`src/hdl/trace_port_map.svh`:
```
// Register offsets, field positions and reset values of the trace port.
// Assumes byte addresses on a 32-bit APB with one word per register.
`ifndef TRACE_PORT_MAP_SVH
`define TRACE_PORT_MAP_SVH
`define OFS_CTRL 8'h00
`define OFS_CONTEXT 8'h04
`define OFS_STATUS 8'h08
`define OFS_COUNT 8'h0C
`define CTRL_FORCE_BIT 0
`define CTRL_CTXCLR_BIT 1
`define CTRL_RST 2'h0
`define CONTEXT_RST 32'h0000_0000
`define STAT_EMPTY_BIT 0
`define STAT_BLOCK_BIT 1
`define STAT_STATE_LSB 2
`define STAT_CNT_LSB 8
`endif

```
`src/hdl/trace_port_pkg.sv`:
```
// Types shared by the waypoint trace port.
// Assumes nothing of its surroundings.
package trace_port_pkg;
    typedef enum logic [2:0] {
        KIND_DIRECT = 3'h0,
        KIND_INDIRECT = 3'h1,
        KIND_EXCEPT = 3'h2,
        KIND_BARRIER = 3'h3,
        KIND_DBG_ENTRY = 3'h4,
        KIND_DBG_EXIT = 3'h5,
        KIND_BAD6 = 3'h6,
        KIND_BAD7 = 3'h7
    } point_kind_t;

    typedef enum logic [3:0] {
        EXC_NONE = 4'h0,
        EXC_HALT_DBG = 4'h1,
        EXC_MONITOR = 4'h2,
        EXC_IMP_ABORT = 4'h4,
        EXC_ENV_TRAP = 4'h5,
        EXC_RESET = 4'h8,
        EXC_UNDEF = 4'h9,
        EXC_SVC = 4'hA,
        EXC_PREFETCH = 4'hB,
        EXC_DATA_ABORT = 4'hC,
        EXC_IRQ = 4'hD,
        EXC_FIQ = 4'hF
    } exc_kind_t;

    typedef enum logic [2:0] {
        ST_RUN = 3'b001,
        ST_BLOCK = 3'b010,
        ST_DEBUG = 3'b100
    } port_state_t;
endpackage

```
`src/hdl/waypoint_trace_port.sv`:
```
// Waypoint trace port: formats core waypoints for a program trace unit.
// Assumes core-side inputs and the APB master are synchronous to pclk.
//
// How it works
// - Two-bit output reports waypoints committed each cycle while trace_point_enable is high, zero otherwise; valid and commit may coincide.
// - 32-bit context identifier with each waypoint; zero until software has set it.
// - Exception kind uses the fixed four-bit code table of the package.
// - Link-update flag only on link-writing direct or indirect branches.
// - Last address is the pc, link base for exceptions, zero for reset.
// - In compact state, show instruction size: 0 short, 1 wide.
// - Condition-passed flag follows the core for branches, set for others.
// - Destination bit 1 cleared without compact bit, bit 0 without bytecode bit.
// - Destination reads zero for prohibited or debug entry/exit waypoints.
// - Both destination state bits are output with each waypoint.
// - Entering prohibition flags exactly one valid waypoint, then emission stops.
// - Both debug enables low and queue drained: blocked flag held asserted.
// - First waypoint after prohibition is marked as synchronisation start.
// - Three-bit waypoint kind codes; codes six and seven are never emitted.
// - Every debug entry taken while not prohibited is followed by a debug exit.
// - Non-secure output is nonsecure flag and not monitor mode.
// - Queue-empty output high when no speculative waypoints are held.
// - Valid output only for confirmed waypoints.
// - All ports except the asynchronous presetn are timed on the rising pclk edge.
//
// The register addresses and the APB register port were chosen for this implementation.
`timescale 1ns/1ns
`include "trace_port_map.svh"

module waypoint_trace_port
    import trace_port_pkg::*;
#(
    parameter int CNT_W = 4
) (
    input wire logic pclk, // Core clock
    input wire logic presetn, // Async reset, low
    input wire logic psel, // APB select
    input wire logic penable, // APB access phase
    input wire logic pwrite, // APB write
    input wire logic [7:0] paddr, // APB byte address
    input wire logic [31:0] pwdata, // APB write data
    output logic [31:0] prdata, // APB read data
    output logic pready, // APB ready
    output logic pslverr, // APB error
    input wire logic core_wp_valid, // Confirmed waypoint offered
    input wire logic [2:0] core_kind, // Waypoint kind
    input wire logic [3:0] core_exc, // Exception kind
    input wire logic [31:0] core_pc, // Last executed address
    input wire logic [31:0] core_lr, // Link base for exceptions
    input wire logic [31:0] core_target, // Destination address
    input wire logic core_tbit, // Destination compact state
    input wire logic core_jbit, // Destination bytecode state
    input wire logic core_compact, // Current compact state
    input wire logic core_wide, // Last instruction is 32-bit
    input wire logic core_link, // Branch writes link register
    input wire logic core_cond, // Condition codes passed
    input wire logic core_prohibit, // Destination is prohibited
    input wire logic core_monitor, // Secure monitor mode
    input wire logic nonsecure_flag, // Security state flag
    input wire logic [1:0] core_commit, // Waypoints committed now
    input wire logic core_spec_push, // Speculative waypoint entered
    input wire logic core_spec_pop, // Speculative waypoint left
    input wire logic core_flush, // Discard speculative waypoints
    input wire logic invasive_dbg_en, // Invasive debug enable
    input wire logic noninvasive_dbg_en, // Noninvasive debug enable
    input wire logic trace_point_enable, // Enable from trace unit
    output logic trace_point_valid, // Waypoint valid
    output logic [2:0] trace_point_kind, // Waypoint kind
    output logic [1:0] trace_commit_count, // Committed count
    output logic [31:0] trace_context_ident, // Context identifier
    output logic [3:0] trace_exception_kind, // Exception kind
    output logic trace_discard, // Flush to trace unit
    output logic trace_link_update, // Branch updates link
    output logic [31:0] trace_last_addr, // Last executed address
    output logic trace_wide_instr, // 32-bit instruction
    output logic trace_cond_passed, // Condition passed
    output logic dest_bytecode_bit, // Destination bytecode bit
    output logic dest_compact_bit, // Destination compact bit
    output logic [31:0] trace_dest_addr, // Destination address
    output logic trace_blocked, // Trace prohibited
    output logic trace_sync_start, // Waypoint is sync start
    output logic trace_nonsecure, // Non-secure after waypoint
    output logic trace_queue_empty // No speculative waypoints
);

    // ------------------------------------------------------------
    // Helper functions
    // ------------------------------------------------------------
    function automatic logic is_branch(input logic [2:0] k);
        is_branch = (k == KIND_DIRECT) || (k == KIND_INDIRECT);
    endfunction

    function automatic logic is_debug(input logic [2:0] k);
        is_debug = (k == KIND_DBG_ENTRY) || (k == KIND_DBG_EXIT);
    endfunction

    // ------------------------------------------------------------
    // Registers
    // ------------------------------------------------------------
    // Software registers
    logic [1:0] ctrl_r;
    logic [31:0] ctx_r;
    logic [31:0] emit_cnt_r;

    // Sequencer and queue depth
    logic [CNT_W-1:0] spec_cnt_r;
    logic [CNT_W-1:0] spec_cnt_nxt;
    port_state_t st_r;
    port_state_t st_nxt;

    // APB answer
    logic [31:0] prdata_r;
    logic pready_r;
    logic pslverr_r;

    // Output stage
    logic valid_r;
    logic [2:0] kind_r;
    logic [1:0] commit_r;
    logic [3:0] exc_r;
    logic discard_r;
    logic link_r;
    logic [31:0] last_r;
    logic wide_r;
    logic cond_r;
    logic jbit_r;
    logic tbit_r;
    logic [31:0] dest_r;

    // Prohibition, sync, security and queue status
    logic blocked_r;
    logic sync_r;
    logic sync_due_r;
    logic nsec_r;
    logic empty_r;

    // ------------------------------------------------------------
    // APB decode
    // ------------------------------------------------------------
    wire setup = psel & ~penable & ~pready_r;
    wire wr_now = psel & penable & pready_r & pwrite;

    wire hit_ctrl = paddr == `OFS_CTRL;
    wire hit_ctx = paddr == `OFS_CONTEXT;
    wire hit_stat = paddr == `OFS_STATUS;
    wire hit_cnt = paddr == `OFS_COUNT;
    wire hit_any = hit_ctrl | hit_ctx | hit_stat | hit_cnt;

    wire ro_write = pwrite & (hit_stat | hit_cnt);
    wire ctx_clr = wr_now & hit_ctrl & pwdata[`CTRL_CTXCLR_BIT];
    wire ctx_wr = wr_now & hit_ctx;
    wire force_block = ctrl_r[`CTRL_FORCE_BIT];

    // Empty, blocked, state, queue depth
    wire [31:0] status_word = {
        {(24 - CNT_W){1'b0}},
        spec_cnt_r,
        {(6 - $bits(st_r)){1'b0}},
        st_r,
        blocked_r,
        empty_r
    };

    wire [31:0] rd_word =
        hit_ctrl ? {30'h0, ctrl_r} :
        hit_ctx ? ctx_r :
        hit_stat ? status_word :
        hit_cnt ? emit_cnt_r : 32'h0;

    // ------------------------------------------------------------
    // Waypoint qualification and formatting
    // ------------------------------------------------------------
    wire kind_ok = ~core_kind[2] | ~core_kind[1];
    wire take = core_wp_valid & kind_ok & trace_point_enable;
    wire dbg_off = ~invasive_dbg_en & ~noninvasive_dbg_en;
    wire drained = spec_cnt_r == '0;
    wire perm_block = dbg_off & drained;
    // Core, software or debug lockout
    wire prohib = core_prohibit | force_block | dbg_off;

    // In debug state any waypoint taken closes the debug episode
    wire in_debug = st_r == ST_DEBUG;
    wire [2:0] kind_eff = in_debug ? KIND_DBG_EXIT : core_kind;
    wire in_block = st_r == ST_BLOCK;
    wire resume = in_block & take & ~prohib;
    wire enter_blk = (st_r == ST_RUN) & take & prohib;
    wire emit = take & (~in_block | resume);
    wire zero_dest = enter_blk | is_debug(kind_eff);

    // Low bits follow destination state
    wire [31:0] dest_mask = {
        core_target[31:2],
        core_target[1] & core_tbit,
        core_target[0] & core_jbit
    };

    // Exceptions other than reset give the link base
    wire is_exc = kind_eff == KIND_EXCEPT;
    wire is_rst = is_exc & (core_exc == EXC_RESET);
    wire [31:0] last_sel = is_rst ? 32'h0 :
        is_exc ? core_lr : core_pc;

    wire link_sel = core_link & is_branch(kind_eff);
    wire cond_sel = is_branch(kind_eff) ? core_cond : 1'b1;
    wire nsec_sel = nonsecure_flag & ~core_monitor;
    wire wide_sel = core_compact & core_wide;

    // ------------------------------------------------------------
    // Sequencer
    // ------------------------------------------------------------
    always_comb begin
        st_nxt = st_r;
        case (st_r)
            ST_RUN: begin
                if (take && prohib) begin
                    st_nxt = ST_BLOCK;
                end else if (take && core_kind == KIND_DBG_ENTRY) begin
                    st_nxt = ST_DEBUG;
                end
            end
            ST_BLOCK: begin
                // A clean waypoint resumes trace
                if (resume) begin
                    st_nxt = (core_kind == KIND_DBG_ENTRY) ? ST_DEBUG : ST_RUN;
                end
            end
            ST_DEBUG: begin
                if (take) begin
                    st_nxt = ST_RUN;
                end
            end
            default: begin
                st_nxt = ST_RUN;
            end
        endcase
    end

    // Speculative queue occupancy
    assign spec_cnt_nxt = core_flush ? '0 :
        spec_cnt_r + CNT_W'(core_spec_push) - CNT_W'(core_spec_pop);

    // ------------------------------------------------------------
    // APB slave
    // ------------------------------------------------------------
    // Ready one cycle after setup
    always_ff @(posedge pclk or negedge presetn) begin
        if (!presetn) begin
            pready_r <= 1'b0;
            pslverr_r <= 1'b0;
            prdata_r <= 32'h0;
        end else begin
            pready_r <= setup;
            pslverr_r <= setup & (~hit_any | ro_write);
            prdata_r <= (setup & ~pwrite) ? rd_word : 32'h0;
        end
    end

    always_ff @(posedge pclk or negedge presetn) begin
        if (!presetn) begin
            ctrl_r <= `CTRL_RST;
        end else if (wr_now && hit_ctrl) begin
            ctrl_r <= {1'b0, pwdata[`CTRL_FORCE_BIT]};
        end
    end

    // Clear returns the identifier to zero
    always_ff @(posedge pclk or negedge presetn) begin
        if (!presetn) begin
            ctx_r <= `CONTEXT_RST;
        end else if (ctx_wr) begin
            ctx_r <= pwdata;
        end else if (ctx_clr) begin
            ctx_r <= `CONTEXT_RST;
        end
    end

    // ------------------------------------------------------------
    // State, counters and queue status
    // ------------------------------------------------------------
    // Emission count wraps
    always_ff @(posedge pclk or negedge presetn) begin
        if (!presetn) begin
            st_r <= ST_RUN;
            spec_cnt_r <= '0;
            empty_r <= 1'b1;
            emit_cnt_r <= 32'h0;
        end else begin
            st_r <= st_nxt;
            spec_cnt_r <= spec_cnt_nxt;
            empty_r <= spec_cnt_nxt == '0;
            emit_cnt_r <= emit_cnt_r + 32'(emit);
        end
    end

    // ------------------------------------------------------------
    // Output stage, all on the rising edge
    // ------------------------------------------------------------
    always_ff @(posedge pclk or negedge presetn) begin
        if (!presetn) begin
            valid_r <= 1'b0;
            commit_r <= 2'h0;
            discard_r <= 1'b0;
            blocked_r <= 1'b0;
            sync_r <= 1'b0;
            sync_due_r <= 1'b0;
        end else begin
            valid_r <= emit;
            commit_r <= trace_point_enable ? core_commit : 2'h0;
            discard_r <= core_flush;
            blocked_r <= enter_blk | (in_block & ~resume) | perm_block;
            if (emit) begin
                // Armed by the blocked waypoint
                sync_r <= sync_due_r;
                sync_due_r <= enter_blk;
            end else begin
                sync_r <= 1'b0;
                sync_due_r <= sync_due_r | enter_blk;
            end
        end
    end

    // Fields hold until the next emit
    always_ff @(posedge pclk or negedge presetn) begin
        if (!presetn) begin
            kind_r <= 3'h0;
            exc_r <= 4'h0;
            link_r <= 1'b0;
            last_r <= 32'h0;
            wide_r <= 1'b0;
            cond_r <= 1'b0;
            jbit_r <= 1'b0;
            tbit_r <= 1'b0;
            dest_r <= 32'h0;
            nsec_r <= 1'b0;
        end else if (emit) begin
            kind_r <= kind_eff;
            exc_r <= is_exc ? core_exc : EXC_NONE;
            link_r <= link_sel;
            last_r <= last_sel;
            wide_r <= wide_sel;
            cond_r <= cond_sel;
            jbit_r <= core_jbit;
            tbit_r <= core_tbit;
            dest_r <= zero_dest ? 32'h0 : dest_mask;
            nsec_r <= nsec_sel;
        end
    end

    // ------------------------------------------------------------
    // Port drive
    // ------------------------------------------------------------
    assign prdata = prdata_r;
    assign pready = pready_r;
    assign pslverr = pslverr_r;

    assign trace_point_valid = valid_r;
    assign trace_point_kind = kind_r;
    assign trace_commit_count = commit_r;
    assign trace_context_ident = ctx_r;
    assign trace_exception_kind = exc_r;
    assign trace_discard = discard_r;

    assign trace_link_update = link_r;
    assign trace_last_addr = last_r;
    assign trace_wide_instr = wide_r;
    assign trace_cond_passed = cond_r;

    assign dest_bytecode_bit = jbit_r;
    assign dest_compact_bit = tbit_r;
    assign trace_dest_addr = dest_r;

    assign trace_blocked = blocked_r;
    assign trace_sync_start = sync_r;
    assign trace_nonsecure = nsec_r;
    assign trace_queue_empty = empty_r;

endmodule

```
`config.mk`:
```
export PLATFORM = sky130hd
export DESIGN_NAME = waypoint_trace_port
export DESIGN_NICKNAME = d
export VERILOG_FILES = /design/src/hdl/trace_port_pkg.sv /design/src/hdl/waypoint_trace_port.sv
export VERILOG_INCLUDE_DIRS = /design/src /design/src/hdl
export SDC_FILE = /design/constraint.sdc
export NUM_CORES = 1
export LEC_CHECK = 0
export BUFFER_PORTS_ARGS = -buffer_cell sky130_fd_sc_hd__buf_2
export CAP_MARGIN = 10
export CORE_MARGIN = 2
export CORE_UTILIZATION = 49
export CTS_CLUSTER_SIZE = 20
export DETAILED_ROUTE_END_ITERATION = 16
export PLACE_DENSITY = 0.81
export SLEW_MARGIN = 20
export SYNTH_ARGS = -nofsm -noshare
export SYNTH_HDL_FRONTEND = slang
export SYNTH_SLANG_ARGS = --single-unit
export TNS_END_PERCENT = 100
```
`constraint.sdc`:
```
create_clock -name pclk -period 3.5 [get_ports pclk]
set_input_delay 0.525 -clock pclk [delete_from_list [all_inputs] [get_ports pclk]]
set_output_delay 0.525 -clock pclk [all_outputs]
set_load 0.01 [all_outputs]
```
==> flow_summary.json <==
{
  "hold_violations": 0,
  "synth_commonest_cells": "dfrtp_1 (189), nand2_1 (64), a22o_1 (63)",
  "synth.top_cell.area_share_pct": 59.7,
  "antenna_found_initial": 1,
  "slew_violations": 0,
  "grt_pass1_wl_um": 35400,
  "p_leak_nw": 5.49,
  "cts_hold_buf": 0,
  "area_growth_pct": 29.7,
  "crit_fanout": 6,
  "grt_max_degree": 121,
  "cp_slowest_cell": "nor3_1",
  "cts.clk_slew.worst_paths_ns": 0.07,
  "crit_chain": "nor3_1 > o31ai_4 > inv_1 > ha_1 > ha_1 > nand3_1 > nor3_1 > nand4_1 > xnor2_1",
  "wire_per_inst_um": 17.7,
  "viasPerCell": 5.39,
  "yosys_warnings": 0,
  "post-dp-hpwl_um": 15900,
  "grt_pass1_vias": 6622,
  "io_buffer_count": 315,
  "grt_overflow": 0,
  "slew_headroom_pct": 44.2,
  "finalCritPeriodShare_pct": 83.4,
  "cp-end-kind": "flop",
  "synth_edf_count": 0,
  "worst_setup_path_start_kind": "flop",
  "vdd_drop_max_uv": 349,
  "cts_root_buf": "clkbuf_16",
  "start_util_pct": 50.1,
  "row_count": 46,
  "min-delay-path-class": "in -> async",
  "fmax_ghz": 0.343,
  "routed_wl_um": 22000,
  "holdWs_ns": 0.123,
  "synth.distinct_cells": 44,
  "r2r_slack_ns": 0.58,
  "rsz0062_at_grt": "false",
  "dieArea_um2": 17200,
  "synthTopCellsByArea": "dfrtp_1 (60%), a22o_1 (7.0%), a21oi_1 (3.0%)",
  "cp.required_ns": 3.81,
  "fin_setup_tns_ns": 0,
  "numClockSinks": 191,
  "n_fill_cell": 1255,
  "setup-violations-final": 0,
  "final_core_utilization_pct": 64.9,
  "nNetsFinal": 1185,
  "yosysSeqAreaShare_pct": 60.4,
  "syn_avg_cell_area_um2": 11.1,
  "io-pin-count": 316,
  "vias": 6683,
  "cp.arrival_ns": 3.23,
  "drt_first_pass_iters": 5,
  "drv_cap": 0,
  "cts_max_level": 4,
  "criticalPathCategory": "reg -> reg",
  "grt_usage_pct": 26.0,
  "drtIter0Drc": 389,
  "critPathMaxStageDelay_ns": 0.55,
  "drtAntennaViolNets": 0,
  "rr_startpoint": "ctrl_r[0]",
  "core_um2": 15800,
  "die-width_um": 131,
  "async_reset_ff_share_pct": 100,
  "drc": 0,
  "synthMostInstantiatedCell": "dfrtp_1",
  "cts_tree": "built",
  "cts_setup_buffers": 0,
  "clk_path_buf_depth": 2,
  "dieHeight_um": 131,
  "syn_area_um2": 7920,
  "skew_ns": 0.00762,
  "syn_nets": 889,
  "ys_ff_latch": 191,
  "p_per_area_nw_per_um2": 523,
  "place.gp.congestion": 0.865,
  "ctsResizeCount": 0,
  "timing.rr.end": "emit_cnt_r[26]",
  "status": "finished clean",
  "netlist_instances": 715,
  "layout-drive-gt1-share_pct": 36.3,
  "synth_top_flop_cell": "dfrtp_1",
  "tightest_slew_ns": 0.837,
  "reg2reg_depth": 9,
  "synth_largest_area_cell": "dfrtp_1",
  "clkLatencyLatePin_ns": 0.43,
  "fin_crit_ns": 2.92,
  "cts_buffers": 17
}
## layout by cell type (no fill, tap or decap), types with 5 or more instances in the layout
cell,Yosys,final
buf_2,8,314
a21oi_1,48,48
nand2_1,64,64
inv_1,10,10
inv_6,0,5
nor4_1,10,10
nand3_1,15,15
clkbuf_16,0,17
xor2_1,9,9
nand4_1,9,9
and4_1,5,5
xnor2_1,23,23
o21ai_1,13,13
dfrtp_1,189,189
nor2_1,58,57
and3_1,38,38
buf_4,0,7
ha_1,7,7
a22o_1,63,63
nor3_1,8,8
o21ai_0,33,33
a22oi_1,23,23
## metrics by stage
stage	instance area, µm²	power (mW)	std cells	setup WS (ns)
final	10300	5.37	1241	0.581
after global routing	10300	5.62	1240	0.368
after CTS	10300	5.41	1240	0.579
after detailed placement	9690	3.53	1208	0.243
after global placement	9690	3.50	1208	0.474
after floorplan	7920	3.06	715	0.648
## worst max-delay path by stage
stage	slack [ns]	to	from	cells past startpoint
final	0.58	emit_cnt_r[26]	ctrl_r[0]	9
after global routing	0.37	emit_cnt_r[28]	ctrl_r[0]	9
after CTS	0.58	emit_cnt_r[26]	ctrl_r[0]	9
after detailed placement	0.24	emit_cnt_r[26]	trace_point_enable	11
after global placement	0.47	emit_cnt_r[26]	trace_point_enable	11
after floorplan	0.65	emit_cnt_r[26]	core_prohibit	11
## routing by layer
| layer | share of wire, % | routed length, µm | up-vias | track usage, % |
|---|---|---|---|---|
| met5 | 0 | 0 | - | 0 |
| met4 | 4.4 | 969 | 0 | 12.9 |
| met3 | 7.7 | 1700 | 61 | 6.33 |
| met2 | 46 | 10100 | 327 | 41.3 |
| met1 | 42 | 9210 | 3151 | 33.6 |
| li1 | - | - | 3144 | - |
## where the power goes
| group | switching, mW | total (mW) | internal (mW) |
|---|---|---|---|
| clock network | 0.882 | 1.89 | 1.00 |
| registers | 0.156 | 2.59 | 2.44 |
| logic | 0.498 | 0.897 | 0.399 |
## sequential cells by signal, indices dropped and copies added, names as in the netlist, 4 cells and up
signal / flops
emit_cnt_r: 32
trace_last_addr: 32
trace_exception_kind: 4
trace_context_ident: 32
trace_dest_addr: 32
spec_cnt_r: 4
prdata: 32
## layout make-up
type	count	area [µm²]	area share, %
multi-input cells	467	2930	28.6
inverters	10	37.5	0.365
repair buffers	324	1670	16.2
clock buffers	17	425	4.14
well taps	216	270	2.63
flip-flops and latches	191	4780	46.6
clock inverters	15	153	1.49
diodes	1	2.50	0.0244
## cells by family after synthesis
logic type	Yosys count	share of synthesized area, %
DFF	191	60.4
buffers and inverters	57	3.11
AOI/OAI and AO/OA	189	16.1
adders and majority gates	8	1.36
muxes	5	0.853
xor gates and xnor gates	32	3.54
and+or+nand+nor	233	14.7
## worst max-delay path, delay by kind of cell, from the launching register on
| family | cells | cell delay [ns] |
|---|---|---|
| AO/OA/AOI/OAI | 1 | 0.10 |
| XOR/XNOR | 1 | 0.16 |
| adder cells (fa/ha/maj) | 2 | 0.56 |
| buffers and inverters | 1 | 0.14 |
| flip-flops | 1 | 0.41 |
| AND/OR/NAND/NOR | 4 | 1.44 |
Power figures use the tool's default switching activity.
